## config.mk

```make
export PLATFORM = sky130hd
export DESIGN_NAME = bth_hdr_regs
export DESIGN_NICKNAME = d
export VERILOG_FILES = /design/src/core/bth_pkg.sv /design/src/core/bth_hdr_regs.sv /design/src/core/bth_win_reg.sv /design/src/core/bth_cfg1_route.sv
export SDC_FILE = /design/constraint.sdc
export NUM_CORES = 1
export LEC_CHECK = 0
export BUFFER_PORTS_ARGS = -buffer_cell sky130_fd_sc_hd__buf_2
export CORE_ASPECT_RATIO = 1.4
export CORE_UTILIZATION = 53
export CTS_BUF_LIST = sky130_fd_sc_hd__clkbuf_4 sky130_fd_sc_hd__clkbuf_8 sky130_fd_sc_hd__clkbuf_16
export CTS_CLUSTER_DIAMETER = 40
export CTS_CLUSTER_SIZE = 8
export DETAILED_ROUTE_END_ITERATION = 7
export PLACE_DENSITY = 0.95
export SLEW_MARGIN = 20
export SYNTH_ARGS = -nofsm -noshare
export SYNTH_HDL_FRONTEND = slang
export SYNTH_SLANG_ARGS = --single-unit
```

## constraint.sdc

```tcl
create_clock -name CLK_I -period 2.7 [get_ports CLK_I]
set_input_delay 0.27 -clock CLK_I [delete_from_list [all_inputs] [get_ports CLK_I]]
set_output_delay 0.27 -clock CLK_I [all_outputs]
set_load 0.01 [all_outputs]
```

## src/core/bth_pkg.sv

```systemverilog
package bth_pkg;

    // dword indices of the configuration header
    localparam logic [5:0]  BTH_DW_HDR0C     = 6'h03;
    localparam logic [5:0]  BTH_DW_CTRL_WIN  = 6'h04;
    localparam logic [5:0]  BTH_DW_SCR_WIN   = 6'h05;
    localparam logic [5:0]  BTH_DW_BUSNUM    = 6'h06;

    // byte offsets as printed
    localparam logic [7:0]  BTH_OFS_LATENCY  = 8'h0D;
    localparam logic [7:0]  BTH_OFS_HEADER   = 8'h0E;
    localparam logic [7:0]  BTH_OFS_SELFTEST = 8'h0F;
    localparam logic [7:0]  BTH_OFS_CTRL_WIN = 8'h10;
    localparam logic [7:0]  BTH_OFS_SCR_WIN  = 8'h14;
    localparam logic [7:0]  BTH_OFS_UP_BUS   = 8'h18;
    localparam logic [7:0]  BTH_OFS_DN_BUS   = 8'h19;

    // byte lanes within a dword
    localparam int          BTH_LANE_LATENCY  = 1;
    localparam int          BTH_LANE_HEADER   = 2;
    localparam int          BTH_LANE_SELFTEST = 3;
    localparam int          BTH_LANE_UP_BUS   = 0;
    localparam int          BTH_LANE_DN_BUS   = 1;

    // fixed read values
    localparam logic [7:0]  BTH_LATENCY_VAL  = 8'h00;
    localparam logic [7:0]  BTH_HEADER_VAL   = 8'h01;
    localparam logic [7:0]  BTH_SELFTEST_VAL = 8'h00;
    localparam logic [7:0]  BTH_BUS_RST      = 8'h00;
    localparam logic [7:0]  BTH_BYTE_ZERO    = 8'h00;
    localparam logic [31:0] BTH_WORD_ZERO    = 32'h0000_0000;

    // memory window layout
    localparam int          BTH_WIN_LSB      = 12;
    localparam int          BTH_WIN_W        = 20;
    localparam logic [19:0] BTH_WIN_RST      = 20'h0_0000;
    localparam logic [11:0] BTH_WIN_LOW_VAL  = 12'h000;

    // byte-enable merge of a write into a stored word
    function automatic logic [31:0] bth_be_merge(input logic [31:0] old_v,
                                                 input logic [31:0] new_v,
                                                 input logic [3:0]  be);
        logic [31:0] r;
        r = old_v;
        for (int i = 0; i < 4; i++) begin
            if (be[i]) begin
                r[i*8 +: 8] = new_v[i*8 +: 8];
            end
        end
        return r;
    endfunction

endpackage

```

## src/core/bth_hdr_regs.sv

```systemverilog
`timescale 1ns/1ps
`default_nettype none
module bth_hdr_regs
    import bth_pkg::*;
(
    input  wire logic        CLK_I,
    input  wire logic        RESET_I,
    input  wire logic        CFG_WR_I,
    input  wire logic        CFG_RD_I,
    input  wire logic [5:0]  CFG_DW_ADDR_I,
    input  wire logic [3:0]  CFG_BE_I,
    input  wire logic [31:0] CFG_WDATA_I,
    output logic      [31:0] CFG_RDATA_O,
    output logic             CFG_ACK_O,
    input  wire logic        CONTROL_WINDOW_ENABLE_I,
    input  wire logic        SCRATCH_WINDOW_ENABLE_I,
    input  wire logic        MEM_REQ_I,
    input  wire logic [31:0] MEM_ADDR_I,
    output logic             MEM_DONE_O,
    output logic             CTRL_HIT_O,
    output logic             SCRATCH_HIT_O,
    input  wire logic        T1_REQ_I,
    input  wire logic [7:0]  T1_BUS_I,
    output logic             T1_DONE_O,
    output logic             T1_LOCAL_O,
    output logic             T1_UNSUP_O,
    output logic      [7:0]  UPSTREAM_BUS_O,
    output logic      [7:0]  DOWNSTREAM_BUS_O
);

    // address decode
    logic        sel_hdr0c;
    logic        sel_ctrl;
    logic        sel_scr;
    logic        sel_bus;
    logic        wr_ctrl;
    logic        wr_scr;
    logic        wr_bus;

    assign sel_hdr0c = (CFG_DW_ADDR_I == BTH_DW_HDR0C);
    assign sel_ctrl  = (CFG_DW_ADDR_I == BTH_DW_CTRL_WIN);
    assign sel_scr   = (CFG_DW_ADDR_I == BTH_DW_SCR_WIN);
    assign sel_bus   = (CFG_DW_ADDR_I == BTH_DW_BUSNUM);
    assign wr_ctrl   = CFG_WR_I & sel_ctrl;
    assign wr_scr    = CFG_WR_I & sel_scr;
    assign wr_bus    = CFG_WR_I & sel_bus;

    // bus number registers
    logic [7:0]  up_bus_q;
    logic [7:0]  up_bus_d;
    logic [7:0]  dn_bus_q;
    logic [7:0]  dn_bus_d;
    logic [31:0] bus_word;
    logic [31:0] bus_merged;

    always_comb begin
        bus_word = BTH_WORD_ZERO;
        bus_word[BTH_LANE_UP_BUS*8 +: 8] = up_bus_q;
        bus_word[BTH_LANE_DN_BUS*8 +: 8] = dn_bus_q;
    end

    assign bus_merged = bth_be_merge(bus_word, CFG_WDATA_I, CFG_BE_I);
    assign up_bus_d   = wr_bus ? bus_merged[BTH_LANE_UP_BUS*8 +: 8] : up_bus_q;
    assign dn_bus_d   = wr_bus ? bus_merged[BTH_LANE_DN_BUS*8 +: 8] : dn_bus_q;

    always_ff @(posedge CLK_I) begin
        if (RESET_I) begin
            up_bus_q <= BTH_BUS_RST;
            dn_bus_q <= BTH_BUS_RST;
        end else begin
            up_bus_q <= up_bus_d;
            dn_bus_q <= dn_bus_d;
        end
    end

    // memory window base registers
    logic [19:0] ctrl_field;
    logic [31:0] ctrl_word;
    logic [19:0] scr_field;
    logic [31:0] scr_word;

    bth_win_reg u_ctrl_win (
        .clk_i   (CLK_I),
        .rst_i   (RESET_I),
        .en_i    (CONTROL_WINDOW_ENABLE_I),
        .wr_i    (wr_ctrl),
        .be_i    (CFG_BE_I),
        .wdata_i (CFG_WDATA_I),
        .field_o (ctrl_field),
        .word_o  (ctrl_word)
    );

    bth_win_reg u_scr_win (
        .clk_i   (CLK_I),
        .rst_i   (RESET_I),
        .en_i    (SCRATCH_WINDOW_ENABLE_I),
        .wr_i    (wr_scr),
        .be_i    (CFG_BE_I),
        .wdata_i (CFG_WDATA_I),
        .field_o (scr_field),
        .word_o  (scr_word)
    );

    // fixed header dword at 0Ch; cache line byte lives elsewhere and reads zero
    logic [31:0] hdr0c_word;

    always_comb begin
        hdr0c_word = BTH_WORD_ZERO;
        hdr0c_word[BTH_LANE_LATENCY*8 +: 8]  = BTH_LATENCY_VAL;
        hdr0c_word[BTH_LANE_HEADER*8 +: 8]   = BTH_HEADER_VAL;
        hdr0c_word[BTH_LANE_SELFTEST*8 +: 8] = BTH_SELFTEST_VAL;
    end

    // read selection; writes to fixed bytes just acknowledge
    logic [31:0] rd_word;
    logic [31:0] rdata_q;
    logic [31:0] rdata_d;
    logic        ack_q;

    assign rd_word = sel_hdr0c ? hdr0c_word :
                     sel_ctrl  ? ctrl_word  :
                     sel_scr   ? scr_word   :
                     sel_bus   ? bus_word   : BTH_WORD_ZERO;
    assign rdata_d = CFG_RD_I ? rd_word : BTH_WORD_ZERO;

    always_ff @(posedge CLK_I) begin
        if (RESET_I) begin
            rdata_q <= BTH_WORD_ZERO;
            ack_q   <= 1'b0;
        end else begin
            rdata_q <= rdata_d;
            ack_q   <= CFG_RD_I | CFG_WR_I;
        end
    end

    // memory request decode against programmed windows
    logic ctrl_match;
    logic scr_match;
    logic mem_done_q;
    logic ctrl_hit_q;
    logic scr_hit_q;

    assign ctrl_match = CONTROL_WINDOW_ENABLE_I &
                        (MEM_ADDR_I[BTH_WIN_LSB +: BTH_WIN_W] == ctrl_field);
    assign scr_match  = SCRATCH_WINDOW_ENABLE_I &
                        (MEM_ADDR_I[BTH_WIN_LSB +: BTH_WIN_W] == scr_field);

    always_ff @(posedge CLK_I) begin
        if (RESET_I) begin
            mem_done_q <= 1'b0;
            ctrl_hit_q <= 1'b0;
            scr_hit_q  <= 1'b0;
        end else begin
            mem_done_q <= MEM_REQ_I;
            ctrl_hit_q <= MEM_REQ_I & ctrl_match;
            scr_hit_q  <= MEM_REQ_I & scr_match;
        end
    end

    // type 1 configuration steering by downstream bus number
    bth_cfg1_route u_cfg1 (
        .clk_i    (CLK_I),
        .rst_i    (RESET_I),
        .req_i    (T1_REQ_I),
        .bus_i    (T1_BUS_I),
        .dn_bus_i (dn_bus_q),
        .done_o   (T1_DONE_O),
        .local_o  (T1_LOCAL_O),
        .unsup_o  (T1_UNSUP_O)
    );

    assign CFG_RDATA_O      = rdata_q;
    assign CFG_ACK_O        = ack_q;
    assign MEM_DONE_O       = mem_done_q;
    assign CTRL_HIT_O       = ctrl_hit_q;
    assign SCRATCH_HIT_O    = scr_hit_q;
    assign UPSTREAM_BUS_O   = up_bus_q;
    assign DOWNSTREAM_BUS_O = dn_bus_q;

endmodule // bth_hdr_regs
`default_nettype wire

```

## src/core/bth_win_reg.sv

```systemverilog
`timescale 1ns/1ps
`default_nettype none
module bth_win_reg
    import bth_pkg::*;
(
    input  wire logic        clk_i,
    input  wire logic        rst_i,
    input  wire logic        en_i,
    input  wire logic        wr_i,
    input  wire logic [3:0]  be_i,
    input  wire logic [31:0] wdata_i,
    output logic      [19:0] field_o,
    output logic      [31:0] word_o
);

    logic [19:0] field_q;
    logic [19:0] field_d;
    logic [31:0] merged;
    logic [19:0] field_rd;

    assign merged  = bth_be_merge(word_o, wdata_i, be_i);
    // disabled field reads zero and drops writes
    assign field_d = !en_i ? BTH_WIN_RST :
                     wr_i  ? merged[BTH_WIN_LSB +: BTH_WIN_W] : field_q;

    always_ff @(posedge clk_i) begin
        if (rst_i) begin
            field_q <= BTH_WIN_RST;
        end else begin
            field_q <= field_d;
        end
    end

    assign field_o = field_q; // 20-bit field, 4 KB window
    // low bits constant zero, memory, 32-bit, not prefetchable
    // disabled field reads zero in the very cycle the enable drops
    assign field_rd = en_i ? field_q : BTH_WIN_RST;
    assign word_o  = {field_rd, BTH_WIN_LOW_VAL};

endmodule // bth_win_reg
`default_nettype wire

```

## src/core/bth_cfg1_route.sv

```systemverilog
`timescale 1ns/1ps
`default_nettype none
module bth_cfg1_route
    import bth_pkg::*;
(
    input  wire logic       clk_i,
    input  wire logic       rst_i,
    input  wire logic       req_i,
    input  wire logic [7:0] bus_i,
    input  wire logic [7:0] dn_bus_i,
    output logic            done_o,
    output logic            local_o,
    output logic            unsup_o
);

    logic done_q;
    logic local_q;
    logic unsup_q;
    logic hit;

    // only the internal bus lies below, so secondary alone decides
    assign hit = (bus_i == dn_bus_i);

    always_ff @(posedge clk_i) begin
        if (rst_i) begin
            done_q  <= 1'b0;
            local_q <= 1'b0;
            unsup_q <= 1'b0;
        end else begin
            done_q  <= req_i;
            local_q <= req_i & hit;
            unsup_q <= req_i & ~hit;
        end
    end

    assign done_o  = done_q;
    assign local_o = local_q;
    assign unsup_o = unsup_q;

endmodule // bth_cfg1_route
`default_nettype wire

```

# --- Yosys cells after proc, flatten, opt, wreduce, memory -nomap -nowiden ---
# Index checks and enable logic that the tools add are counted.
op_classes:
  shift: 0
  n_eq_ne: 7
  multipliers: 0
  muxes: 12
  n_lt_le_gt_ge: 0
  n_addsub: 0
  n_bitwise: 15
  n_reduce_logical: 7
  n_div: 0
ops:
  columns: ["cell", "n"]
  rows:
  - ["two-way mux 32 bit", 2]
  - ["two-way mux 8 bit", 6]
  - ["equality test 20 bit", 2]
  - ["two-way mux 20 bit", 2]
  - ["equality test 6 x 3 -> 1 bit, second input constant", 3]
  - ["two-way mux 17 bit", 1]
  - ["two-way mux 16 bit", 1]
  - ["bitwise AND 1 bit", 9]
  - ["equality test 8 bit", 1]
  - ["equality test 6 x 2 -> 1 bit, second input constant", 1]
  - ["OR reduction 2 bit", 3]
  - ["OR reduction 6 bit", 1]
  - ["inverter 1 bit", 5]
  - ["AND reduction 2 bit", 2]
  - ["OR reduction 3 bit", 1]
  - ["OR 1 bit", 1]
word_totals:
  wordCells: 55
  mem_bits_ro: 0
  latchBits: 0
  inputBits: 90
  register_bits: 95
  ram_bits: 0
  n_memories: 0
  output_inout_bits: 55

# --- Longest topological paths before layout ---
depth:
  depth_word: 5
  mapped_depth: 7

# --- Modules after synthesis ---
# A second synthesis with hierarchy kept.
unflattened:
  cells_unflattened: 539
  area_unflattened_um2: 5018.6
modules_own_cells:
  columns: ["mod", "seq_area_each_um2", "n_inst", "area_per_inst_um2", "cells_per_inst"]
  rows:
  - ["bth_hdr_regs", 1041.0, 1, 2580.0, 269]
  - ["bth_win_reg", 400.4, 2, 1133.6, 127]
  - ["bth_cfg1_route", 60.1, 1, 171.4, 16]

# --- Worst setup path before layout ---
# Ideal clock, no wire load.
synth_timing:
  path_kind: "input port to flip-flop"
  from: "input port CFG_DW_ADDR_I[1]"
  to: "register u_scr_win.field_q[10] (netlist: u_scr_win.field_o[10])"
  stages: 5
  arrival_time_ns: 1.435
  slack_ns: 1.138
  path_cell_list: "buf_2 > nor3b_2 > nand4_2 > mux2i_1 > nor2_1"
synth_between:
  elab_chain_len: 2
synth_rtl:
  columns: ["item", "line_no", "source"]
  rows:
  - ["start: declaration", "bth_hdr_regs.sv:10", "input wire logic [5:0] CFG_DW_ADDR_I,"]
  - ["equality test 6 x 3 -> 1 bit", "bth_hdr_regs.sv:42", "assign sel_scr = (CFG_DW_ADDR_I == BTH_DW_SCR_WIN);"]
  - ["bitwise AND 1 bit", "bth_hdr_regs.sv:45", "assign wr_scr = CFG_WR_I & sel_scr;"]
  - ["end signal: assignment", "bth_win_reg.sv:30", "field_q <= field_d;"]
  - ["end: declaration", "bth_win_reg.sv:16", "logic [19:0] field_q;"]
# Every way passes these cells.
# A chain may end at the register's enable or synchronous reset.

# --- Worst setup path in the final report ---
layout_timing:
  from: "input port CFG_DW_ADDR_I[1]"
  to: "register u_scr_win.field_q[19] (netlist: u_scr_win.field_o[19])"
# The elaborated chain is that of the path after synthesis.

==> qor.txt <==
hold_sp -> CFG_WDATA_I[4]
Max H-tree Level -> 3
RSZ-0062 raised after global routing -> no
die area -> 7790 um2
f_max -> 0.6400 GHz
vias in the first global route -> 3346
Hold Buf Count CTS -> 0
GRT Resource Usage Total -> 27.64%
core box area -> 7072 um2
data required time of the worst path -> 2.94 ns
Starting DRT DRC Count -> 130
# Post-CTS Setup Buffers -> 0
CTS Root Cell -> clkbuf_8
Final period util -> 57.87%
Synth cell types -> 38
worst hold slack -> 0.1361 ns
Post-DP HPWL -> 7792 um
top post-synthesis cells by area -> dfxtp_1, mux2i_1, xor2_1, nor2_1, xnor2_1
crit-path max cell delay -> 0.50 ns
Longest Clk Path Bufs -> 2
Placer Congestion -> 0.9212
total number of yosys warnings -> 0
initial core utilization -> 55.73%
minimum clock period -> 1.563 ns
final setup violation count -> 0
Ant. Diodes -> 0
Clk Latency, worst-skew pair -> 0.37 ns
slew margin rel. -> 57.52%
clock sinks -> 95
Worst path slowest cell -> nor3b_2
DRC viols -> 0
WS Path Type -> in -> reg
P_leak -> 0.002382 uW
Seq cells post-synth -> 95
Hold Crit Class -> in -> reg
endpoints failing hold -> 0
PwrDens -> 505.6 nW/um2
drt pass-1 iters -> 5
first-pass GRT wire length -> 16150 um
CP Max Fanout -> 10
reg2reg start -> u_ctrl_win.field_o[7]
Final ANT Viol Nets -> 0
routed len/inst -> 16.26 um
outcome -> complete, no violations
Post-Route WL -> 10370 um
num ports -> 145
fraction of layout cells with a size suffix above 1 -> 30.76%
sequential cell area fraction in the yosys report -> 48.25%
worst ir drop on vdd -> 0.0004996 V
non-filler cells, final -> 638
Worst path top cell family by delay -> simple AND/OR/NAND/NOR gates
vias per cell -> 5.531
Synth Cell Area -> 3941 um2
placed insts -> 623
mean post-synth cell area -> 9.660 um2
Die Ht -> 104.0 um
Final #Nets -> 629
Slew @ Worst Pin -> 0.6373 ns
clock-pin slew on the worst setup and hold paths -> 0.09 ns
setup TNS -> 0 ns
WP buf/inv -> 1
Setup crit start -> CFG_DW_ADDR_I[1]
largest net degree at the start of global routing -> 23
Worst setup SP type -> primary input
Area Overhead vs Synth -> 23.11%
Num CTS Buffers -> 9
Cell Rows -> 36
via count -> 3529
global route overflow -> 0
Most used DFF post-synth -> dfxtp_1
async set or reset register ratio after synthesis -> 0%
IO Port Bufs -> 132
Synth top area share -> 48.25%
TritonCTS clock tree -> built
Mapped Nets -> 498
Slew Viols, Final -> 0
CP Capture Type -> flip-flop
Critical Path AT -> 1.80 ns
Synth area leader -> dfxtp_1
EDFF count, synth -> 0
Final Util -> 68.61%
CTS resizes -> 0
critical path cell sequence -> buf_2 -> nor3b_2 -> nand4_2 -> mux2i_1 -> nor2_1
antenna violations before repair -> 0
Pwr Total -> 2453 uW
die width -> 74.88 um
Final Skew -> 0.009292 ns
max_cap viols -> 0
Cells after Synth -> 408
==> cell usage in the layout, fill, tap and decap left out, drive strengths merged, types with 2 or more instances in the layout <==
master | synthesis | final
a211oi | 2 | 2
dfxtp | 95 | 95
nand3 | 5 | 5
a21oi | 22 | 22
and3 | 5 | 5
nor2b | 5 | 5
xnor2 | 22 | 22
clkbuf | 8 | 12
and2 | 13 | 13
a21boi | 2 | 2
nand2 | 40 | 40
buf | 8 | 136
nor3b | 2 | 2
a32oi | 7 | 7
xor2 | 26 | 26
clkinv | 0 | 3
nand4 | 11 | 11
mux2i | 40 | 40
nor2 | 61 | 61
a22oi | 10 | 10
nand2b | 4 | 4
nor3 | 4 | 4
nor4 | 8 | 8
==> report_power, final <==
part           internal, uW  switching (uW)
registers              1400            1.89
logic                  81.5             109
clock network           389             467
==> worst min-delay path, delay by kind of cell <==
family / cells / cell delay (ns)
buf+inv: 1 / 0.07
simple gates: 1 / 0.07
mux: 1 / 0.05
==> path summary, 6_finish.rpt <==
| path | endpoint | slack, ns | cells past startpoint |
|---|---|---|---|
| worst max register to register | CTRL_HIT_O | 1.38 | 4 |
| worst min-delay path | UPSTREAM_BUS_O[4] | 0.14 | 3 |
| worst min register to register | u_ctrl_win.field_o[13] | 0.49 | 2 |
| worst max-delay path | u_scr_win.field_o[19] | 1.14 | 5 |
==> cell type report <==
class / instances / area, um2
Tap cell: 95 / 118.9
Clock buffer: 12 / 158.9
Multi-Input combinational cell: 297 / 1963
Timing Repair Buffer: 136 / 690.7
Clock inverter: 3 / 18.77
Sequential cell: 95 / 1902
Fill cell: 563 / 2220
==> routing by layer <==
layer  vias to the layer above  share of wire [%]  global-route usage (%)
met5                         -                  0                       0
met4                         0                2.9                   12.13
met2                       178                 51                   47.23
li1                       1663                  -                       -
met1                      1660                 38                   31.24
met3                        28                8.2                   7.267
==> per-stage QoR <==
| step | setup WS [ns] | area (um2) |
|---|---|---|
| floorplan | 1.138 | 3941 |
| global placement | 0.8944 | 4674 |
| detailed placement | 0.8179 | 4674 |
| CTS | 1.167 | 4852 |
| global route | 1.036 | 4852 |
| finish | 1.137 | 4852 |
==> cells in the mapped netlist (7+ instances only) <==
| library cell | instances |
|---|---|
| a32oi_1 | 7 |
| a21oi_1 | 22 |
| nand4_1 | 7 |
| xnor2_1 | 22 |
| nor4_1 | 8 |
| xor2_1 | 26 |
| and2_1 | 12 |
| nand2_1 | 40 |
| a22oi_1 | 10 |
| clkbuf_1 | 7 |
| mux2i_1 | 40 |
| dfxtp_1 | 95 |
| nor2_1 | 57 |
==> registers in the layout (all words and copies together) (netlist names) <==
name / count
CFG_ACK_O: 1
CFG_RDATA_O: 32
CTRL_HIT_O: 1
DOWNSTREAM_BUS_O: 8
MEM_DONE_O: 1
SCRATCH_HIT_O: 1
UPSTREAM_BUS_O: 8
u_cfg1.done_o: 1
u_cfg1.local_o: 1
u_cfg1.unsup_o: 1
u_ctrl_win.field_o: 20
u_scr_win.field_o: 20
==> kinds of logic (layout without fill, tap and decap cells) <==
| group | count (synthesis) | after routing | share of synthesized area, % |
|---|---|---|---|
| simple gates | 164 | 164 | 21.27 |
| flops | 95 | 95 | 48.25 |
| xor+xnor | 48 | 48 | 10.67 |
| compound gates | 45 | 45 | 7.555 |
| mux | 40 | 40 | 10.16 |
| buf+inv | 16 | 151 | 2.095 |
Note: power is estimated with default switching activity, not from simulation.
